$ cat config.mk
export PLATFORM = sky130hd
export DESIGN_NAME = rtc_dst_events
export DESIGN_NICKNAME = d
export VERILOG_FILES = /design/src/rtl/rtc_dst_pkg.sv /design/src/rtl/dst_match.sv /design/src/rtl/rtc_dst_events.sv /design/src/rtl/stamp_record.sv
export VERILOG_INCLUDE_DIRS = /design/src /design/src/rtl
export SDC_FILE = /design/constraint.sdc
export NUM_CORES = 1
export LEC_CHECK = 0
export BUFFER_PORTS_ARGS = -buffer_cell sky130_fd_sc_hd__buf_4
export CORE_MARGIN = 2
export CORE_UTILIZATION = 57
export DETAILED_ROUTE_END_ITERATION = 12
export GPL_TIMING_DRIVEN = 0
export MAX_ROUTING_LAYER = met4
export PLACE_DENSITY = 0.89
export SETUP_SLACK_MARGIN = 0.5
export SLEW_MARGIN = 10
export SYNTH_ARGS = -nofsm -noshare
export SYNTH_HDL_FRONTEND = slang
export SYNTH_SLANG_ARGS = --single-unit
$ cat constraint.sdc
create_clock -name sys_clk -period 5.6 [get_ports sys_clk]
set_input_delay 0.84 -clock sys_clk [delete_from_list [all_inputs] [get_ports sys_clk]]
set_output_delay 0.84 -clock sys_clk [all_outputs]
set_load 0.02 [all_outputs]
$ cat src/rtl/rtc_dst_params.svh
`ifndef RTC_DST_PARAMS_SVH
`define RTC_DST_PARAMS_SVH
`define OFS_PWR_CTRL       8'h09
`define OFS_FWD_MONTH      8'h20
`define OFS_FWD_DAY_WEEK   8'h21
`define OFS_FWD_DATE       8'h22
`define OFS_FWD_HOUR       8'h23
`define OFS_REV_MONTH      8'h24
`define OFS_REV_DAY_WEEK   8'h25
`define OFS_REV_DATE       8'h26
`define OFS_REV_HOUR       8'h27
`define OFS_STAMP_M2B      8'h30
`define OFS_STAMP_B2M      8'h35
`define OFS_DST_STATUS     8'h3A
`define RST_FWD_MONTH      8'h00
`define RST_REV_MONTH      8'h10
`define RST_DAY_WEEK       8'h00
`define RST_DATE           8'h00
`define RST_HOUR           8'h00
`define BIT_DST_ENABLE     7
`define BIT_WEEKDAY_SELECT 6
`define BIT_STAMP_CLEAR    0
`define BIT_ALARM_FLAG     0
`define BIT_DST_ADJUSTED   1
`define WEEK_LAST          3'h7
`endif

$ cat src/rtl/rtc_dst_pkg.sv
package rtc_dst_pkg;
   typedef struct packed {
      logic [7:0] seconds;
      logic [7:0] minutes;
      logic [7:0] hours;
      logic [7:0] date;
      logic [7:0] month;
   } stamp_t;
   typedef struct packed {
      logic [7:0] month;
      logic [7:0] day_week;
      logic [7:0] date;
      logic [7:0] hour;
   } dst_sched_t;
   typedef struct packed {
      logic [7:0] seconds;
      logic [7:0] minutes;
      logic [7:0] hours;
      logic [7:0] date;
      logic [7:0] month;
      logic [2:0] weekday;
      logic [2:0] week_of_month;
      logic       last_week;
   } clock_now_t;
endpackage

$ cat src/rtl/dst_match.sv
`timescale 1ns/1ps
`include "rtc_dst_params.svh"
module dst_match
   import rtc_dst_pkg::*;
(
   input  wire dst_sched_t sched,
   input  wire clock_now_t now,
   input  wire logic       hour_24_select,
   output logic            hit
);
   wire       weekday_select = sched.day_week[`BIT_WEEKDAY_SELECT];
   wire [2:0] want_day       = sched.day_week[2:0];
   wire [2:0] want_week      = sched.day_week[5:3];
   wire       week_ok        = (want_week == `WEEK_LAST) ? now.last_week
                                : (want_week == now.week_of_month);
   wire       dw_ok          = week_ok && (want_day == now.weekday);
   wire       date_ok        = (sched.date[5:0] == now.date[5:0]);
   // Hour compared as if the 24-hour bit matched the clock's own
   wire [7:0] want_hour      = {hour_24_select, 1'b0, sched.hour[5:0]};
   wire       hour_ok        = (want_hour == now.hours);
   wire       month_ok       = (sched.month[4:0] == now.month[4:0]);
   assign hit = month_ok && hour_ok && (weekday_select ? dw_ok : date_ok);
endmodule

$ cat src/rtl/rtc_dst_events.sv
`timescale 1ns/1ps
`include "rtc_dst_params.svh"
// Operation
// - Periodic mode sets flag every match, no clear
// - Main-to-battery stamp keeps first switchover only
// - Stamp holds seconds to month, no year
// - Stamp clear bit at 09h clears both
// - Cleared stamp reads all zeros
// - Battery-to-main stamp overwritten every switchover
// - Bit 7 of 20h enables, resets zero
// - Enable low forces adjusted flag zero
// - Forward month uses clock encoding, resets 00h
// - Reverse month resets to October 10h
// - Weekday bits 2:0, week bits 5:3
// - Bit 6 selects weekday/week matching
// - Date fields used only when select zero
// - Hour compared with clock's 24-hour setting
// - Eight schedule registers at 20h to 27h
// - Single-event flag holds irq until cleared
module rtc_dst_events
   import rtc_dst_pkg::*;
(
   input  wire logic       sys_clk,
   input  wire logic       auto_clear_on_read_n,
   input  wire logic       clk_en,
   input  wire logic       reg_wr,
   input  wire logic       reg_rd,
   input  wire logic [7:0] reg_addr,
   input  wire logic [7:0] reg_wdata,
   output logic      [7:0] reg_rdata,
   input  wire clock_now_t clock_now,
   input  wire logic       hour_24_select,
   input  wire logic       alarm_match,
   input  wire logic       periodic_alarm_select,
   input  wire logic       auto_clear_on_read,
   input  wire logic       status_read,
   input  wire logic       switch_to_batt,
   input  wire logic       switch_to_main,
   output logic            hour_inc,
   output logic            hour_dec,
   output logic            alarm_flag,
   output logic            dst_adjusted_flag,
   output logic            irq_or_freq_out_n
);
   dst_sched_t fwd_reg;
   dst_sched_t rev_reg;
   logic       dst_enable_reg;
   logic       adjusted_reg;
   logic       alarm_reg;
   logic       pulse_reg;
   logic       fwd_done_reg;
   logic       rev_done_reg;
   logic [7:0] rdata_reg;
   stamp_t     m2b_rec;
   stamp_t     b2m_rec;
   logic       fwd_hit;
   logic       rev_hit;
   wire stamp_t now_stamp = {clock_now.seconds, clock_now.minutes, clock_now.hours,
                             clock_now.date, clock_now.month};
   wire wr_fm   = reg_wr && (reg_addr == `OFS_FWD_MONTH);
   wire wr_fdw  = reg_wr && (reg_addr == `OFS_FWD_DAY_WEEK);
   wire wr_fdt  = reg_wr && (reg_addr == `OFS_FWD_DATE);
   wire wr_fhr  = reg_wr && (reg_addr == `OFS_FWD_HOUR);
   wire wr_rm   = reg_wr && (reg_addr == `OFS_REV_MONTH);
   wire wr_rdw  = reg_wr && (reg_addr == `OFS_REV_DAY_WEEK);
   wire wr_rdt  = reg_wr && (reg_addr == `OFS_REV_DATE);
   wire wr_rhr  = reg_wr && (reg_addr == `OFS_REV_HOUR);
   wire wr_pwr  = reg_wr && (reg_addr == `OFS_PWR_CTRL);
   wire wr_stat = reg_wr && (reg_addr == `OFS_DST_STATUS);
   wire stamp_clear = wr_pwr && reg_wdata[`BIT_STAMP_CLEAR];
   wire alarm_sw_clear = (wr_stat && !reg_wdata[`BIT_ALARM_FLAG])
                         || (status_read && auto_clear_on_read);
   wire fwd_fire = dst_enable_reg && fwd_hit && !fwd_done_reg && !adjusted_reg;
   wire rev_fire = dst_enable_reg && rev_hit && !rev_done_reg && adjusted_reg;
   wire [2:0] stamp_idx_m2b = 3'(reg_addr - `OFS_STAMP_M2B);
   wire [2:0] stamp_idx_b2m = 3'(reg_addr - `OFS_STAMP_B2M);
   wire in_m2b = (reg_addr >= `OFS_STAMP_M2B) && (reg_addr < `OFS_STAMP_B2M);
   wire in_b2m = (reg_addr >= `OFS_STAMP_B2M) && (reg_addr < `OFS_DST_STATUS);
   logic [7:0] rd_mux;
   function automatic logic [7:0] stamp_byte(stamp_t s, logic [2:0] i);
      logic [7:0] b;
      b = 8'h00;
      unique case (i)
         3'h0: b = s.seconds;
         3'h1: b = s.minutes;
         3'h2: b = s.hours;
         3'h3: b = s.date;
         3'h4: b = s.month;
         default: b = 8'h00;
      endcase
      return b;
   endfunction
   always_comb begin
      rd_mux = 8'h00;
      if (in_m2b) begin
         rd_mux = stamp_byte(m2b_rec, stamp_idx_m2b);
      end else if (in_b2m) begin
         rd_mux = stamp_byte(b2m_rec, stamp_idx_b2m);
      end else begin
         unique case (reg_addr)
            `OFS_FWD_MONTH:    rd_mux = {dst_enable_reg, 2'b00, fwd_reg.month[4:0]};
            `OFS_FWD_DAY_WEEK: rd_mux = {1'b0, fwd_reg.day_week[6:0]};
            `OFS_FWD_DATE:     rd_mux = {2'b00, fwd_reg.date[5:0]};
            `OFS_FWD_HOUR:     rd_mux = {2'b00, fwd_reg.hour[5:0]};
            `OFS_REV_MONTH:    rd_mux = {3'b000, rev_reg.month[4:0]};
            `OFS_REV_DAY_WEEK: rd_mux = {1'b0, rev_reg.day_week[6:0]};
            `OFS_REV_DATE:     rd_mux = {2'b00, rev_reg.date[5:0]};
            `OFS_REV_HOUR:     rd_mux = {2'b00, rev_reg.hour[5:0]};
            `OFS_DST_STATUS:   rd_mux = {6'h00, adjusted_reg, alarm_reg};
            default:           rd_mux = 8'h00;
         endcase
      end
   end
   dst_match u_fwd (
      .sched          (fwd_reg),
      .now            (clock_now),
      .hour_24_select (hour_24_select),
      .hit            (fwd_hit)
   );
   dst_match u_rev (
      .sched          (rev_reg),
      .now            (clock_now),
      .hour_24_select (hour_24_select),
      .hit            (rev_hit)
   );
   stamp_record #(.FIRST_ONLY(1'b1)) u_m2b (
      .sys_clk (sys_clk),
      .auto_clear_on_read_n  (auto_clear_on_read_n),
      .clk_en  (clk_en),
      .trigger (switch_to_batt),
      .clear   (stamp_clear),
      .now     (now_stamp),
      .record  (m2b_rec)
   );
   stamp_record #(.FIRST_ONLY(1'b0)) u_b2m (
      .sys_clk (sys_clk),
      .auto_clear_on_read_n  (auto_clear_on_read_n),
      .clk_en  (clk_en),
      .trigger (switch_to_main),
      .clear   (stamp_clear),
      .now     (now_stamp),
      .record  (b2m_rec)
   );
   always_ff @(posedge sys_clk or negedge auto_clear_on_read_n) begin
      if (!auto_clear_on_read_n) begin
         fwd_reg        <= {`RST_FWD_MONTH, `RST_DAY_WEEK, `RST_DATE, `RST_HOUR};
         rev_reg        <= {`RST_REV_MONTH, `RST_DAY_WEEK, `RST_DATE, `RST_HOUR};
         dst_enable_reg <= 1'b0;
      end else if (clk_en) begin
         if (wr_fm) begin
            fwd_reg.month  <= {3'b000, reg_wdata[4:0]};
            dst_enable_reg <= reg_wdata[`BIT_DST_ENABLE];
         end
         if (wr_fdw) fwd_reg.day_week <= {1'b0, reg_wdata[6:0]};
         if (wr_fdt) fwd_reg.date <= {2'b00, reg_wdata[5:0]};
         if (wr_fhr) fwd_reg.hour <= {2'b00, reg_wdata[5:0]};
         if (wr_rm) rev_reg.month <= {3'b000, reg_wdata[4:0]};
         if (wr_rdw) rev_reg.day_week <= {1'b0, reg_wdata[6:0]};
         if (wr_rdt) rev_reg.date <= {2'b00, reg_wdata[5:0]};
         if (wr_rhr) rev_reg.hour <= {2'b00, reg_wdata[5:0]};
      end
   end
   // Done flags stop a second step while the schedule hour still matches
   always_ff @(posedge sys_clk or negedge auto_clear_on_read_n) begin
      if (!auto_clear_on_read_n) begin
         adjusted_reg <= 1'b0;
         fwd_done_reg <= 1'b0;
         rev_done_reg <= 1'b0;
      end else if (clk_en) begin
         fwd_done_reg <= fwd_hit && (fwd_done_reg || fwd_fire);
         rev_done_reg <= rev_hit && (rev_done_reg || rev_fire);
         if (!dst_enable_reg) adjusted_reg <= 1'b0;
         else if (fwd_fire) adjusted_reg <= 1'b1;
         else if (rev_fire) adjusted_reg <= 1'b0;
      end
   end
   // Set wins over clear on the same cycle
   always_ff @(posedge sys_clk or negedge auto_clear_on_read_n) begin
      if (!auto_clear_on_read_n) begin
         alarm_reg <= 1'b0;
         pulse_reg <= 1'b0;
         rdata_reg <= 8'h00;
      end else if (clk_en) begin
         pulse_reg <= alarm_match && periodic_alarm_select;
         if (alarm_match) alarm_reg <= 1'b1;
         else if (alarm_sw_clear) alarm_reg <= 1'b0;
         if (reg_rd) rdata_reg <= rd_mux;
      end
   end
   assign hour_inc          = fwd_fire && clk_en;
   assign hour_dec          = rev_fire && clk_en;
   assign alarm_flag        = alarm_reg;
   assign dst_adjusted_flag = adjusted_reg && dst_enable_reg;
   // Periodic mode pulses one cycle; flag state does not gate it
   assign irq_or_freq_out_n = periodic_alarm_select ? !pulse_reg : !alarm_reg;
   assign reg_rdata         = rdata_reg;
endmodule

$ cat src/rtl/stamp_record.sv
`timescale 1ns/1ps
`include "rtc_dst_params.svh"
module stamp_record
   import rtc_dst_pkg::*;
#(
   parameter bit FIRST_ONLY = 1'b1
) (
   input  wire logic   sys_clk,
   input  wire logic   auto_clear_on_read_n,
   input  wire logic   clk_en,
   input  wire logic   trigger,
   input  wire logic   clear,
   input  wire stamp_t now,
   output stamp_t      record
);
   logic captured_reg;
   wire  take = trigger && !(FIRST_ONLY && captured_reg);
   always_ff @(posedge sys_clk or negedge auto_clear_on_read_n) begin
      if (!auto_clear_on_read_n) begin
         record       <= '0;
         captured_reg <= 1'b0;
      end else if (clk_en) begin
         if (take) begin
            // Capture beats clear, but a FIRST_ONLY record already held loses a same-cycle switchover to clear
            record       <= now;
            captured_reg <= 1'b1;
         end else if (clear) begin
            record       <= '0;
            captured_reg <= 1'b0;
         end
      end
   end
endmodule

# Yosys cells after proc, flatten, opt, wreduce, memory -nomap -nowiden
# Cells that the tools add are included.
[totals] regBits=143 latch_bits=0 ramBits=0 mem_bits_ro=0 in_bits=75 out_inout_bits=13 elab_cells=145 memories=0
[op_classes] n_addsub=2 n_mul=0 n_div=0 order_cmp=4 n_eq_ne=31 n_shift=0 muxes=20 bitwise=0 reduce_logical=62
[op_table] cell="$mux W40" n=3
[op_table] cell="$pmux W8 S5" n=2
[op_table] cell="$eq A8 B6 Y1 const B" n=9
[op_table] cell="$pmux W8 S9" n=1
[op_table] cell="$logic_and A1 B1 Y1" n=34
[op_table] cell="$reduce_and A2 Y1" n=13
[op_table] cell="$eq A8 B8 Y1" n=2
[op_table] cell="$ge A8 B6 Y1 const B" n=2
[op_table] cell="$lt A8 B6 Y1 const B" n=2
[op_table] cell="$mux W8" n=2
[op_table] cell="$eq A3 B2 Y1 const B" n=4
[op_table] cell="$eq A3 B3 Y1" n=4
[op_table] cell="$eq A3 B3 Y1 const B" n=4
[op_table] cell="$eq A6 B6 Y1" n=2
[op_table] cell="$mux W1" n=12
[op_table] cell="$eq A5 B5 Y1" n=2
[op_table] cell="$eq A8 B4 Y1 const B" n=1
[op_table] cell="$logic_not A1 Y1" n=7
[op_table] cell="$eq A3 B1 Y1 const B" n=2
[op_table] cell="$logic_not A3 Y1" n=2
[op_table] cell="$reduce_bool A2 Y1" n=3
[op_table] cell="$logic_or A1 B1 Y1" n=3
[op_table] cell="$ne A3 B1 Y1 const B" n=1
[op_table] cell="$sub A3 B1 Y3 const B" n=1
[op_table] cell="$sub A3 B3 Y3 const B" n=1

# Depth between registers and ports, before layout
# Gate-level depths: netlist (run 1).
[depth] ltp_word=11 mapped_depth=9 depth_no_buf=6

# By module
# A second synthesis (run 1) with hierarchy kept.
[unflattened] cells_unflattened=596 area_unflattened_um2=7264.5
[modules_own_cells] mod="rtc_dst_events" n_inst=1 cells_each=338 area_per_inst_um2=3764.9 seq_area_each_um2=1552.7
[modules_own_cells] mod="stamp_record at u_m2b" n_inst=1 cells_each=95 area_per_inst_um2=1475.2 seq_area_each_um2=1026.0
[modules_own_cells] mod="stamp_record at u_b2m" n_inst=1 cells_each=91 area_per_inst_um2=1438.9 seq_area_each_um2=1001.0
[modules_own_cells] mod="dst_match" n_inst=2 cells_each=36 area_per_inst_um2=292.8 seq_area_each_um2=0.0

# Least setup slack after synthesis (run 1)
# No wires, ideal clock.
[synth_path] path_type="input to output" start="input clock_now[1] (netlist bit)" end="output hour_inc" arrival_ns=2.363 required_ns=4.760 path_slack_ns=2.397 path_stages=6 n_path_buf=0 path_cell_list="xor2_1 or4_1 a21oi_1 o2111ai_1 a21oi_1 nor3b_1"
[synth_via] elab_chain_cells=9
[synth_lines] item="from (decl)" line_no="rtc_dst_events.sv:31" rtl="input wire clock_now_t clock_now,"
[synth_lines] item="$eq A3 B3 Y1" line_no="dst_match.sv:15" rtl=": (want_week == now.week_of_month);"
[synth_lines] item="$mux W1" line_no="dst_match.sv:14" rtl="wire week_ok = (want_week == `WEEK_LAST) ? now.last_week"
[synth_lines] item="$logic_and A1 B1 Y1" line_no="dst_match.sv:16" rtl="wire dw_ok = week_ok && (want_day == now.weekday);"
[synth_lines] item="$mux W1" line_no="dst_match.sv:22" rtl="assign hit = month_ok && hour_ok && (weekday_select ? dw_ok : date_ok);"
[synth_lines] item="$logic_and A1 B1 Y1" line_no="dst_match.sv:22"
[synth_lines] item="$logic_and A1 B1 Y1 (3 in a row)" line_no="rtc_dst_events.sv:73" rtl="wire fwd_fire = dst_enable_reg && fwd_hit && !fwd_done_reg && !adjusted_reg;"
[synth_lines] item="$logic_and A1 B1 Y1" line_no="rtc_dst_events.sv:190" rtl="assign hour_inc = fwd_fire && clk_en;"
[synth_lines] item="to (decl)" line_no="rtc_dst_events.sv:39" rtl="output logic hour_inc,"
# Every way passes these cells.

# Final worst setup path (run 1)
[layout_path] start="input clock_now[1] (netlist bit)" end="output hour_dec"
[layout_via] elab_chain_cells=9
[layout_lines] item="$eq A3 B3 Y1" line_no="dst_match.sv:15"
[layout_lines] item="$mux W1" line_no="dst_match.sv:14"
[layout_lines] item="$logic_and A1 B1 Y1" line_no="dst_match.sv:16"
[layout_lines] item="$mux W1" line_no="dst_match.sv:22"
[layout_lines] item="$logic_and A1 B1 Y1" line_no="dst_match.sv:22"
[layout_lines] item="$logic_and A1 B1 Y1 (3 in a row)" line_no="rtc_dst_events.sv:74" rtl="wire rev_fire = dst_enable_reg && rev_hit && !rev_done_reg && adjusted_reg;"
[layout_lines] item="$logic_and A1 B1 Y1" line_no="rtc_dst_events.sv:191" rtl="assign hour_dec = rev_fire && clk_en;"
[layout_lines] item="to (decl)" line_no="rtc_dst_events.sv:40" rtl="output logic hour_dec,"
# Every way passes these cells.

==> impl_metrics.csv, run 1 <==
group,metric,value,unit
route,drtIter0Drc,887,
yosys,synth_warnings,0,
critical_path,arrival,2.63,ns
clocking,cts_root_buf,"clkbuf_16",
route,drc_errors,0,
timing,setup_viol,0,
cells_and_area,area_growth_syn_to_layout,19.9,%
timing,finalHoldViolations,0,
grt,grt_use_total,0.375,
critical_path,cpMaxStageDelayCell,"or4_1",
floorplan,chipHeight,119,µm
power,finalPower,0.00305,W
route,num_vias,7076,
critical_path,worstRegToRegCells,5,
floorplan,rows,42,
floorplan,dieWidth,119,µm
yosys,syn-cell-area,7590,µm²
flow_run,max_cap_viol_count,0,
cells_and_area,fillCellCount,1002,
clocking,clock_path_buffers,2,
clocking,cts_tree,"yes",
route,wl_per_cell,23.0,µm
clocking,cts_sinks,143,
power,peakVddDrop,235,µV
critical_path,crit_end,"hour_dec",
cells_and_area,fin_nets,978,
yosys,synth_seq_cells,143,
grt,busiest_layer,"met2",
critical_path,cp.required,4.76,ns
power,leakage,4.41,nW
timing,period_minus_slack,3.47,ns
yosys,ys.flop_type,"dfrtp_1",
clocking,clock_latency,0.43,ns
placement,io_buffers,84,
grt,grt_antenna_before_repair,0,
yosys,synth_top_cell_by_area,"dfrtp_1",
power,power-per-cell-area,335,nW/µm²
floorplan,initial_core_util,0.577,
critical_path,start_kind,"primary input",
timing,max_slew_margin,0.349,
yosys,syn-mean-instance-area,9.49,µm²
critical_path,crit_chain,"buf_4, buf_4, xor2_1, or4_1, a21oi_1, o2111ai_1, a211oi_2, and3_1, buf_4",
yosys,synth_edf_count,0,
clocking,hold_buffers,0,
floorplan,dieArea,14200,µm²
timing,setup_tns,0,ns
min_path,worstHoldPathType,"in2async",
grt,grt_pass1_vias,6830,
grt,grt_first_pass_wirelength,38800,µm
cells_and_area,final_common_cell,"nand2_1",
timing,worstMarginPinSlew,0.974,ns
grt,met3_usage,0.115,
critical_path,reg2reg_to,"reg_rdata[5]$_DFFE_PN0P_",
yosys,syn_inst,799,
critical_path,path_class,"in2out",
status,status,"finished, final reports clean",
yosys,ys_seq_area_frac,0.472,
floorplan,ios,88,
route,vias_per_cell,6.49,
grt,grt_max_degree,86,
floorplan,coreArea,13100,µm²
critical_path,critPathMaxStageDelay,0.39,ns
yosys,syn_nets,874,
clocking,cts_repair_resize_count,0,
placement,hpwl,18300,µm
route,final_antenna_net_count,0,
cells_and_area,reg.largest.list,"u_b2m.record x40, u_m2b.record x40",
timing,max_freq,0.288,GHz
grt,met2_usage,0.520,
yosys,ys_async_sr_fraction,1.00,
critical_path,cp-startpoint,"clock_now[1]",
timing,finalCritPeriodShare,0.620,
timing,grt_setup_unrepaired,"no",
route,first_pass_iters,5,
clocking,cts_buffers,17,
clocking,clkSlewWorstSetupHoldPaths,0.06,ns
cells_and_area,layout_common_cells,"nand2_1, dfrtp_1, nand3_1",
cells_and_area,drive_gt1_frac,0.227,
critical_path,path_common_cell,"buf_4",
grt,groute.layer.met1.usage,0.491,
timing,final_max_slew_viol_count,0,
timing,skew,0.00654,ns
yosys,yosysTopAreaCellShare,0.468,
critical_path,rr_startpoint,"fwd_reg[21]$_DFFE_PN0P_",
critical_path,reg2reg_slack,3.42,ns
critical_path,cp-end-kind,"output port",
route,drt-total-wl,25100,µm
placement,gp_congestion,1.08,
critical_path,crit_fanout,10,
clocking,post_cts_buffers,0,
cells_and_area,antenna_cells,0,
yosys,synth_area_leaders,"dfrtp_1, nand2_1, mux2_2, nand3_1, xor2_1",
grt,grt_overflow_total,0,
clocking,htree_levels,4,
yosys,yosysUniqueCellTypes,64,
==> Yosys cell counts (all sizes together) (3+ instances only) <==
cell,number
a21oi,18
a221oi,3
a22o,8
a22oi,21
a31oi,4
a32oi,3
and2,4
and3,4
buf,24
clkbuf,32
dfrtp,142
inv,5
mux2,64
mux2i,17
nand2,198
nand3,88
nand3b,4
nand4,6
nor2,11
nor2b,5
nor3,13
nor3b,6
nor4,7
o211ai,3
o21ai,20
o221ai,8
o22ai,5
xnor2,7
xor2,36
==> critical path, delay by kind of cell <==
family / cells / cell delay, ns
xor+xnor: 1 / 0.13
buf+inv: 3 / 0.40
compound gates: 3 / 0.67
simple gates: 2 / 0.58
==> cell families after synthesis <==
| kind of cell | Yosys count | share of synthesized area |
|---|---|---|
| AO/OA/AOI/OAI | 115 | 0.108 |
| buffers and inverters | 61 | 0.0341 |
| AND/OR/NAND/NOR | 356 | 0.219 |
| multiplexers | 81 | 0.117 |
| flip-flops | 143 | 0.472 |
| XOR/XNOR | 43 | 0.0496 |
==> through the flow <==
step / hold WS (ns) / utilization / area (µm²) / cells / worst slack (ns)
6_report: 0.367 / 0.693 / 9100 / 1091 / 2.13
2_1_floorplan: 0.459 / - / 7590 / 799 / 2.40
4_1_cts: 0.394 / 0.693 / 9100 / 1091 / 2.13
3_5_place_dp: 0.474 / 0.645 / 8470 / 1060 / 2.13
5_1_grt: 0.420 / 0.693 / 9100 / 1091 / 2.01
3_3_place_gp: 0.466 / 0.642 / 8440 / 1059 / 2.15
==> area by class of cell <==
type	instances	area (µm²)	share of cell area
clock buffer	21	470	0.0517
sequential	143	3580	0.393
clock inverter	10	160	0.0176
multi-input combinational	595	3750	0.412
buffer	56	240	0.0264
timing repair buffer	85	662	0.0727
tap	176	220	0.0242
inverter	5	18.8	0.00206
==> report_power, final <==
part           switching (W)  total (W)  internal [W]  leakage [nW]
logic               0.000278   0.000481      0.000203          2.25
registers           0.000153    0.00136       0.00120          1.85
clock network       0.000432    0.00121      0.000777         0.309
total               0.000864    0.00305       0.00218          4.41
==> worst min-delay path by stage <==
stage | endpoint | cells past startpoint | from | slack, ns
2_1_floorplan | u_b2m.record[9]$_DFFE_PN0P_ | 2 | u_b2m.record[9]$_DFFE_PN0P_ | 0.46
3_3_place_gp | reg_rdata[6]$_DFFE_PN0P_ | 2 | reg_rdata[6]$_DFFE_PN0P_ | 0.47
3_5_place_dp | reg_rdata[6]$_DFFE_PN0P_ | 2 | reg_rdata[6]$_DFFE_PN0P_ | 0.47
4_1_cts | rev_reg[19]$_DFFE_PN0P_ | 1 | auto_clear_on_read_n | 0.39
5_1_grt | rev_reg[19]$_DFFE_PN0P_ | 1 | auto_clear_on_read_n | 0.42
6_report | rev_reg[19]$_DFFE_PN0P_ | 1 | auto_clear_on_read_n | 0.37
==> routing by layer <==
metal,share of wire,vias to the layer above
met5,0,-
met4,0.064,0
met3,0.13,125
met2,0.42,556
met1,0.38,3364
li1,-,3031
(Power assumes the default switching activity.)
==> run 2, diff against run 1 <==
--- a/config.mk
+++ b/config.mk
@@ -6,6 +6,7 @@
 export SDC_FILE = /design/constraint.sdc
 export NUM_CORES = 1
 export LEC_CHECK = 0
+export ABC_AREA = 1
 export BUFFER_PORTS_ARGS = -buffer_cell sky130_fd_sc_hd__buf_4
 export CORE_MARGIN = 2
 export CORE_UTILIZATION = 57
==> constraint.sdc (replaced) <==
create_clock -name sys_clk -period 3.35 [get_ports sys_clk]
set_input_delay 0.5025 -clock sys_clk [delete_from_list [all_inputs] [get_ports sys_clk]]
set_output_delay 0.5025 -clock sys_clk [all_outputs]
set_load 0.02 [all_outputs]
==> impl_metrics.csv, run 2 <==
group,metric,value,unit
cells_and_area,reg.largest.list,"u_b2m.record x40, u_m2b.record x40",
timing,max_slew_margin,0.545,
clocking,cts_sinks,143,
cells_and_area,final_core_util,0.705,
yosys,yosysUniqueCellTypes,30,
timing,final.setup.worst_slack,0.809,ns
cells_and_area,layout_common_cells,"nand2_1, inv_1, dfrtp_1",
clocking,cts_tree,"yes",
grt,grt_use_total,0.357,
grt,grt_pass1_vias,7350,
timing,setup_viol,0,
floorplan,dieArea,14100,µm²
critical_path,reg2reg_slack,1.69,ns
route,num_vias,7721,
yosys,ys_async_sr_fraction,1.00,
critical_path,arrival,2.04,ns
route,drtIter0Drc,1413,
critical_path,critPathMaxStageDelay,0.40,ns
critical_path,crit_chain,"inv_1, nand2_1, nand2_1, nand2_1, nor2_1, nand2_1, nor2_1, nand4_1, inv_1, buf_4",
floorplan,coreArea,12800,µm²
power,finalPower,0.00499,W
yosys,synth_seq_cells,143,
timing,worstMarginPinSlew,0.682,ns
timing,max_freq,0.394,GHz
yosys,syn_inst,1014,
cells_and_area,antenna_cells,0,
min_path,worstHoldPathType,"in2async",
critical_path,start_kind,"register",
cells_and_area,drive_gt1_frac,0.133,
cells_and_area,fillCellCount,1043,
timing,skew,0.00566,ns
clocking,clock_latency,0.43,ns
critical_path,path_common_cell,"nand2_1",
timing,final_max_slew_viol_count,0,
critical_path,worstRegToRegCells,10,
timing,timing.hold.ws,0.0973,ns
route,drc_errors,0,
clocking,cts_buffers,17,
route,final_antenna_net_count,0,
cells_and_area,multi_input_area,3190,µm²
critical_path,crit_fanout,3,
timing,period_minus_slack,2.54,ns
clocking,hold_buffers,0,
route,drt-total-wl,23900,µm
critical_path,path_class,"reg2out",
route,wl_per_cell,18.3,µm
floorplan,initial_core_util,0.589,
timing,finalHoldViolations,0,
clocking,cts_repair_resize_count,0,
placement,hpwl,17700,µm
clocking,post_cts_buffers,0,
yosys,ys.flop_type,"dfrtp_1",
critical_path,rr_startpoint,"rev_reg[0]$_DFFE_PN0P_",
yosys,synth_edf_count,0,
critical_path,cp.required,2.85,ns
flow_run,max_cap_viol_count,0,
clocking,htree_levels,4,
floorplan,ios,88,
grt,grt_antenna_before_repair,0,
cells_and_area,seq_area,3580,µm²
clocking,clock_path_buffers,2,
yosys,synth_warnings,0,
power,leakage,4.55,nW
route,vias_per_cell,5.92,
yosys,syn-mean-instance-area,7.42,µm²
grt,grt_overflow_total,0,
yosys,syn-cell-area,7520,µm²
floorplan,chipHeight,119,µm
status,status,"finished, final reports clean",
critical_path,cp-end-kind,"output port",
grt,grt_max_degree,75,
placement,gp_congestion,1.03,
floorplan,dieWidth,119,µm
timing,grt_setup_unrepaired,"no",
yosys,synth_top_cell_by_area,"dfrtp_1",
timing,finalCritPeriodShare,0.759,
cells_and_area,fin_nets,1195,
clocking,clkSlewWorstSetupHoldPaths,0.06,ns
route,first_pass_iters,7,
power,peakVddDrop,490,µV
grt,grt_first_pass_wirelength,37600,µm
critical_path,cpMaxStageDelayCell,"dfrtp_1",
yosys,ys_top_cells_by_count,"nand2_1, inv_1, dfrtp_1",
critical_path,reg2reg_to,"adjusted_reg$_DFFE_PN0P_",
timing,setup_tns,0,ns
power,power-per-cell-area,554,nW/µm²
floorplan,rows,41,
yosys,synth_area_leaders,"dfrtp_1, nand2_1, nand3_1, inv_1, o21ai_0",
cells_and_area,area_growth_syn_to_layout,19.7,%
yosys,ys_seq_area_frac,0.476,
yosys,yosysTopAreaCellShare,0.472,
placement,io_buffers,86,
yosys,syn_nets,1089,
placement,dpl_worst_slack,0.990,ns
yosys,synth.most_common_cell,"nand2_1",
clocking,cts_root_buf,"clkbuf_16",
cells_and_area,final_common_cell,"nand2_1",
run 2: cell types whose count changed in the layout (fill, tap and decap cells not counted), sizes merged, moves of 8 or more:
cell	change
nor2	+94
o21ai	+84
xor2	-33
o22ai	+53
clkbuf	-9
nor3	-8
nand2	+28
a22oi	-21
nand4	+11
mux2i	-16
inv	+147
o221ai	-8
mux2	-64
nand3	+36
run 2: worst max path at each step:
stage / from / endpoint / slack (ns)
floorplan: clk_en / hour_inc / 1.60
global placement: clock_now[29] / hour_dec / 1.00
detailed placement: clock_now[29] / hour_dec / 0.99
CTS: rev_reg[1]$_DFFE_PN0P_ / hour_dec / 0.85
global route: rev_reg[3]$_DFFE_PN0P_ / hour_dec / 0.67
finish: rev_reg[0]$_DFFE_PN0P_ / hour_dec / 0.81
run 2: logic make-up (layout without fill, tap and decap cells):
family	after synthesis	in the layout	share of synthesized area
AOI/OAI and AO/OA	186	186	0.135
xor gates and xnor gates	12	12	0.0140
buffers and inverters	193	312	0.100
DFF	143	143	0.476
muxes	1	1	0.00133
and+or+nand+nor	479	479	0.273
run 2: power by group:
part | switching [W] | leakage (nW) | internal [W]
sequential | 0.000130 | 1.81 | 0.00205
clock | 0.000735 | 0.275 | 0.00115
combinational | 0.000594 | 2.46 | 0.000327
total | 0.00146 | 4.55 | 0.00353
run 2: worst max-delay path: cells and delay by family (launching register included):
| kind | cells | cell delay, ns |
|---|---|---|
| buffers and inverters | 3 | 0.36 |
| AND/OR/NAND/NOR | 7 | 0.86 |
| flip-flops | 1 | 0.40 |
run 2: per-stage QoR:
step                      std cells  cell area, µm²
after global placement         1272            8390
after detailed placement       1273            8420
after floorplan                1014            7520
after global routing           1305            9000
final                          1305            9000
after CTS                      1305            9000
run 2: metal layers:
| metal | up-vias | track usage | share of wire |
|---|---|---|---|
| met5 | - | - | 0 |
| li1 | 3518 | - | - |
| met1 | 3631 | 0.486 | 0.40 |
| met3 | 71 | 0.0905 | 0.12 |
| met2 | 501 | 0.520 | 0.45 |
| met4 | 0 | 0.130 | 0.027 |
run 2: cell type report:
class / count / share of cell area
clock buffer: 23 / 0.0531
inverter: 154 / 0.0643
tap: 172 / 0.0239
multi-input combinational: 678 / 0.354
timing repair buffer: 87 / 0.0752
sequential: 143 / 0.398
clock inverter: 9 / 0.0121
buffer: 39 / 0.0196
==> run 3, diff against run 2 <==
==> constraint.sdc (replaced) <==
create_clock -name sys_clk -period 2.6 [get_ports sys_clk]
set_input_delay 0.39 -clock sys_clk [delete_from_list [all_inputs] [get_ports sys_clk]]
set_output_delay 0.39 -clock sys_clk [all_outputs]
set_load 0.02 [all_outputs]
==> impl_metrics.csv, run 3 (synthesis gave the netlist of run 2 again) <==
group,metric,value,unit
status,status,"complete, but fails checks",
status,violations,"negative hold slack",
cells_and_area,final_area,9290,µm²
route,first_pass_iters,7,
timing,final.setup.worst_slack,0.304,ns
cells_and_area,fillCellCount,1000,
critical_path,crit_end,"hour_inc",
cells_and_area,multi_input_area,3230,µm²
placement,dpl_worst_slack,0.465,ns
timing,grt_setup_unrepaired,"yes",
cells_and_area,reg.largest.list,"u_b2m.record x40, u_m2b.record x40",
timing,max_freq,0.436,GHz
placement,hpwl,17700,µm
floorplan,dieWidth,119,µm
cells_and_area,area_growth_syn_to_layout,23.4,%
critical_path,start_kind,"register",
critical_path,reg2reg_to,"adjusted_reg$_DFFE_PN0P_",
cells_and_area,seq_area,3580,µm²
clocking,hold_buffers,0,
timing,setup_tns,0,ns
power,finalPower,0.00645,W
clocking,clock_latency,0.43,ns
timing,finalCritPeriodShare,0.883,
floorplan,rows,41,
route,wl_per_cell,18.8,µm
placement,placed_area,8420,µm²
timing,skew,0.00750,ns
critical_path,crit_fanout,2,
route,drc_errors,0,
timing,period_minus_slack,2.30,ns
route,final_antenna_net_count,0,
clocking,htree_levels,4,
critical_path,cp-startpoint,"fwd_reg[24]$_DFFE_PN0P_",
route,drt-total-wl,25100,µm
route,vias_per_cell,6.03,
cells_and_area,drive_gt1_frac,0.167,
critical_path,path_buf_inv,2,
timing,max_slew_margin,0.541,
floorplan,dieArea,14100,µm²
critical_path,crit_chain,"xnor2_2, nand2_1, nor2_2, nand2_2, nor2_4, nand4_1, inv_1, buf_6",
timing,timing.hold.ws,-0.0191,ns
critical_path,critPathMaxStageDelay,0.45,ns
grt,grt_first_pass_wirelength,38400,µm
critical_path,path_class,"reg2out",
clocking,cts_tree,"yes",
floorplan,ios,88,
timing,worstMarginPinSlew,0.689,ns
clocking,clkSlewWorstSetupHoldPaths,0.06,ns
critical_path,critical_path_depth,8,
route,num_vias,8026,
grt,grt_overflow_total,0,
critical_path,arrival,1.91,ns
cells_and_area,final_core_util,0.727,
placement,io_buffers,86,
timing,final_max_slew_viol_count,0,
critical_path,reg2reg_slack,0.32,ns
grt,grt_pass1_vias,7478,
floorplan,coreArea,12800,µm²
cells_and_area,fin_nets,1222,
floorplan,initial_core_util,0.589,
clocking,cts_buffers,17,
flow_run,max_cap_viol_count,0,
floorplan,chipHeight,119,µm
cells_and_area,antenna_cells,0,
critical_path,cp.required,2.21,ns
cells_and_area,layout_common_cells,"nand2_1, inv_1, dfrtp_1",
critical_path,crit_family,"simple AND/OR/NAND/NOR gates",
critical_path,cp-end-kind,"output port",
clocking,cts_root_buf,"clkbuf_16",
grt,grt_use_total,0.364,
critical_path,rr_startpoint,"fwd_reg[24]$_DFFE_PN0P_",
critical_path,worstRegToRegCells,15,
clocking,cts_sinks,143,
timing,setup_viol,0,
timing,finalHoldViolations,24,
grt,grt_max_degree,75,
power,leakage,4.70,nW
route,drtIter0Drc,1368,
critical_path,cpMaxStageDelayCell,"dfrtp_2",
grt,grt_antenna_before_repair,0,
cells_and_area,final_common_cell,"nand2_1",
power,power-per-cell-area,695,nW/µm²
min_path,worstHoldPathType,"in2async",
placement,gp_congestion,1.03,
power,peakVddDrop,635,µV
clocking,clock_path_buffers,2,
## run 3: cell count changes in the layout (fill, tap and decap cells not counted), sizes merged
cell,before,now
buf,105,132
## run 3: power by group
group,switching [W],internal [W],total (W)
combinational,0.000778,0.000432,0.00121
sequential,0.000165,0.00264,0.00281
clock,0.000953,0.00149,0.00244
total,0.00190,0.00456,0.00645
## run 3: routing by layer
layer	wire length, µm	up-vias	global-route usage
li1	-	3570	-
met1	9870	3765	0.490
met2	11300	601	0.532
met3	3010	90	0.0953
met4	871	0	0.138
met5	0	-	-
## run 3: how the worst min path moves through the flow
stage                             startpoint                      endpoint  slack, ns
floorplan               auto_clear_on_read_n      adjusted_reg$_DFFE_PN0P_       0.09
global placement    reg_rdata[3]$_DFFE_PN0P_      reg_rdata[3]$_DFFE_PN0P_       0.47
detailed placement      auto_clear_on_read_n  u_m2b.record[28]$_DFFE_PN0P_       0.46
CTS                     auto_clear_on_read_n  u_m2b.record[28]$_DFFE_PN0P_       0.01
global route            auto_clear_on_read_n  u_m2b.record[28]$_DFFE_PN0P_       0.03
finish                  auto_clear_on_read_n  u_m2b.record[28]$_DFFE_PN0P_      -0.02
## run 3: stage by stage
step / std cells / hold slack, ns
after floorplan: 1014 / 0.0944
after global placement: 1272 / 0.468
after detailed placement: 1273 / 0.456
after CTS: 1317 / 0.0143
after global routing: 1332 / 0.0331
final: 1332 / -0.0191
## run 3: what timing repair did
action	CTS	global route
gates resized for setup	9	18
setup endpoints to repair	2	3
pin swaps	4	13
buffers inserted	12	15
## run 3: area by class of cell
type,count,share of cell area
plain buffers,39,0.0190
clock buffers,23,0.0515
clock inverters,9,0.0117
inverters,154,0.0624
multi-input cells,678,0.348
flip-flops and latches,143,0.386
well taps,172,0.0232
repair buffers,114,0.0984
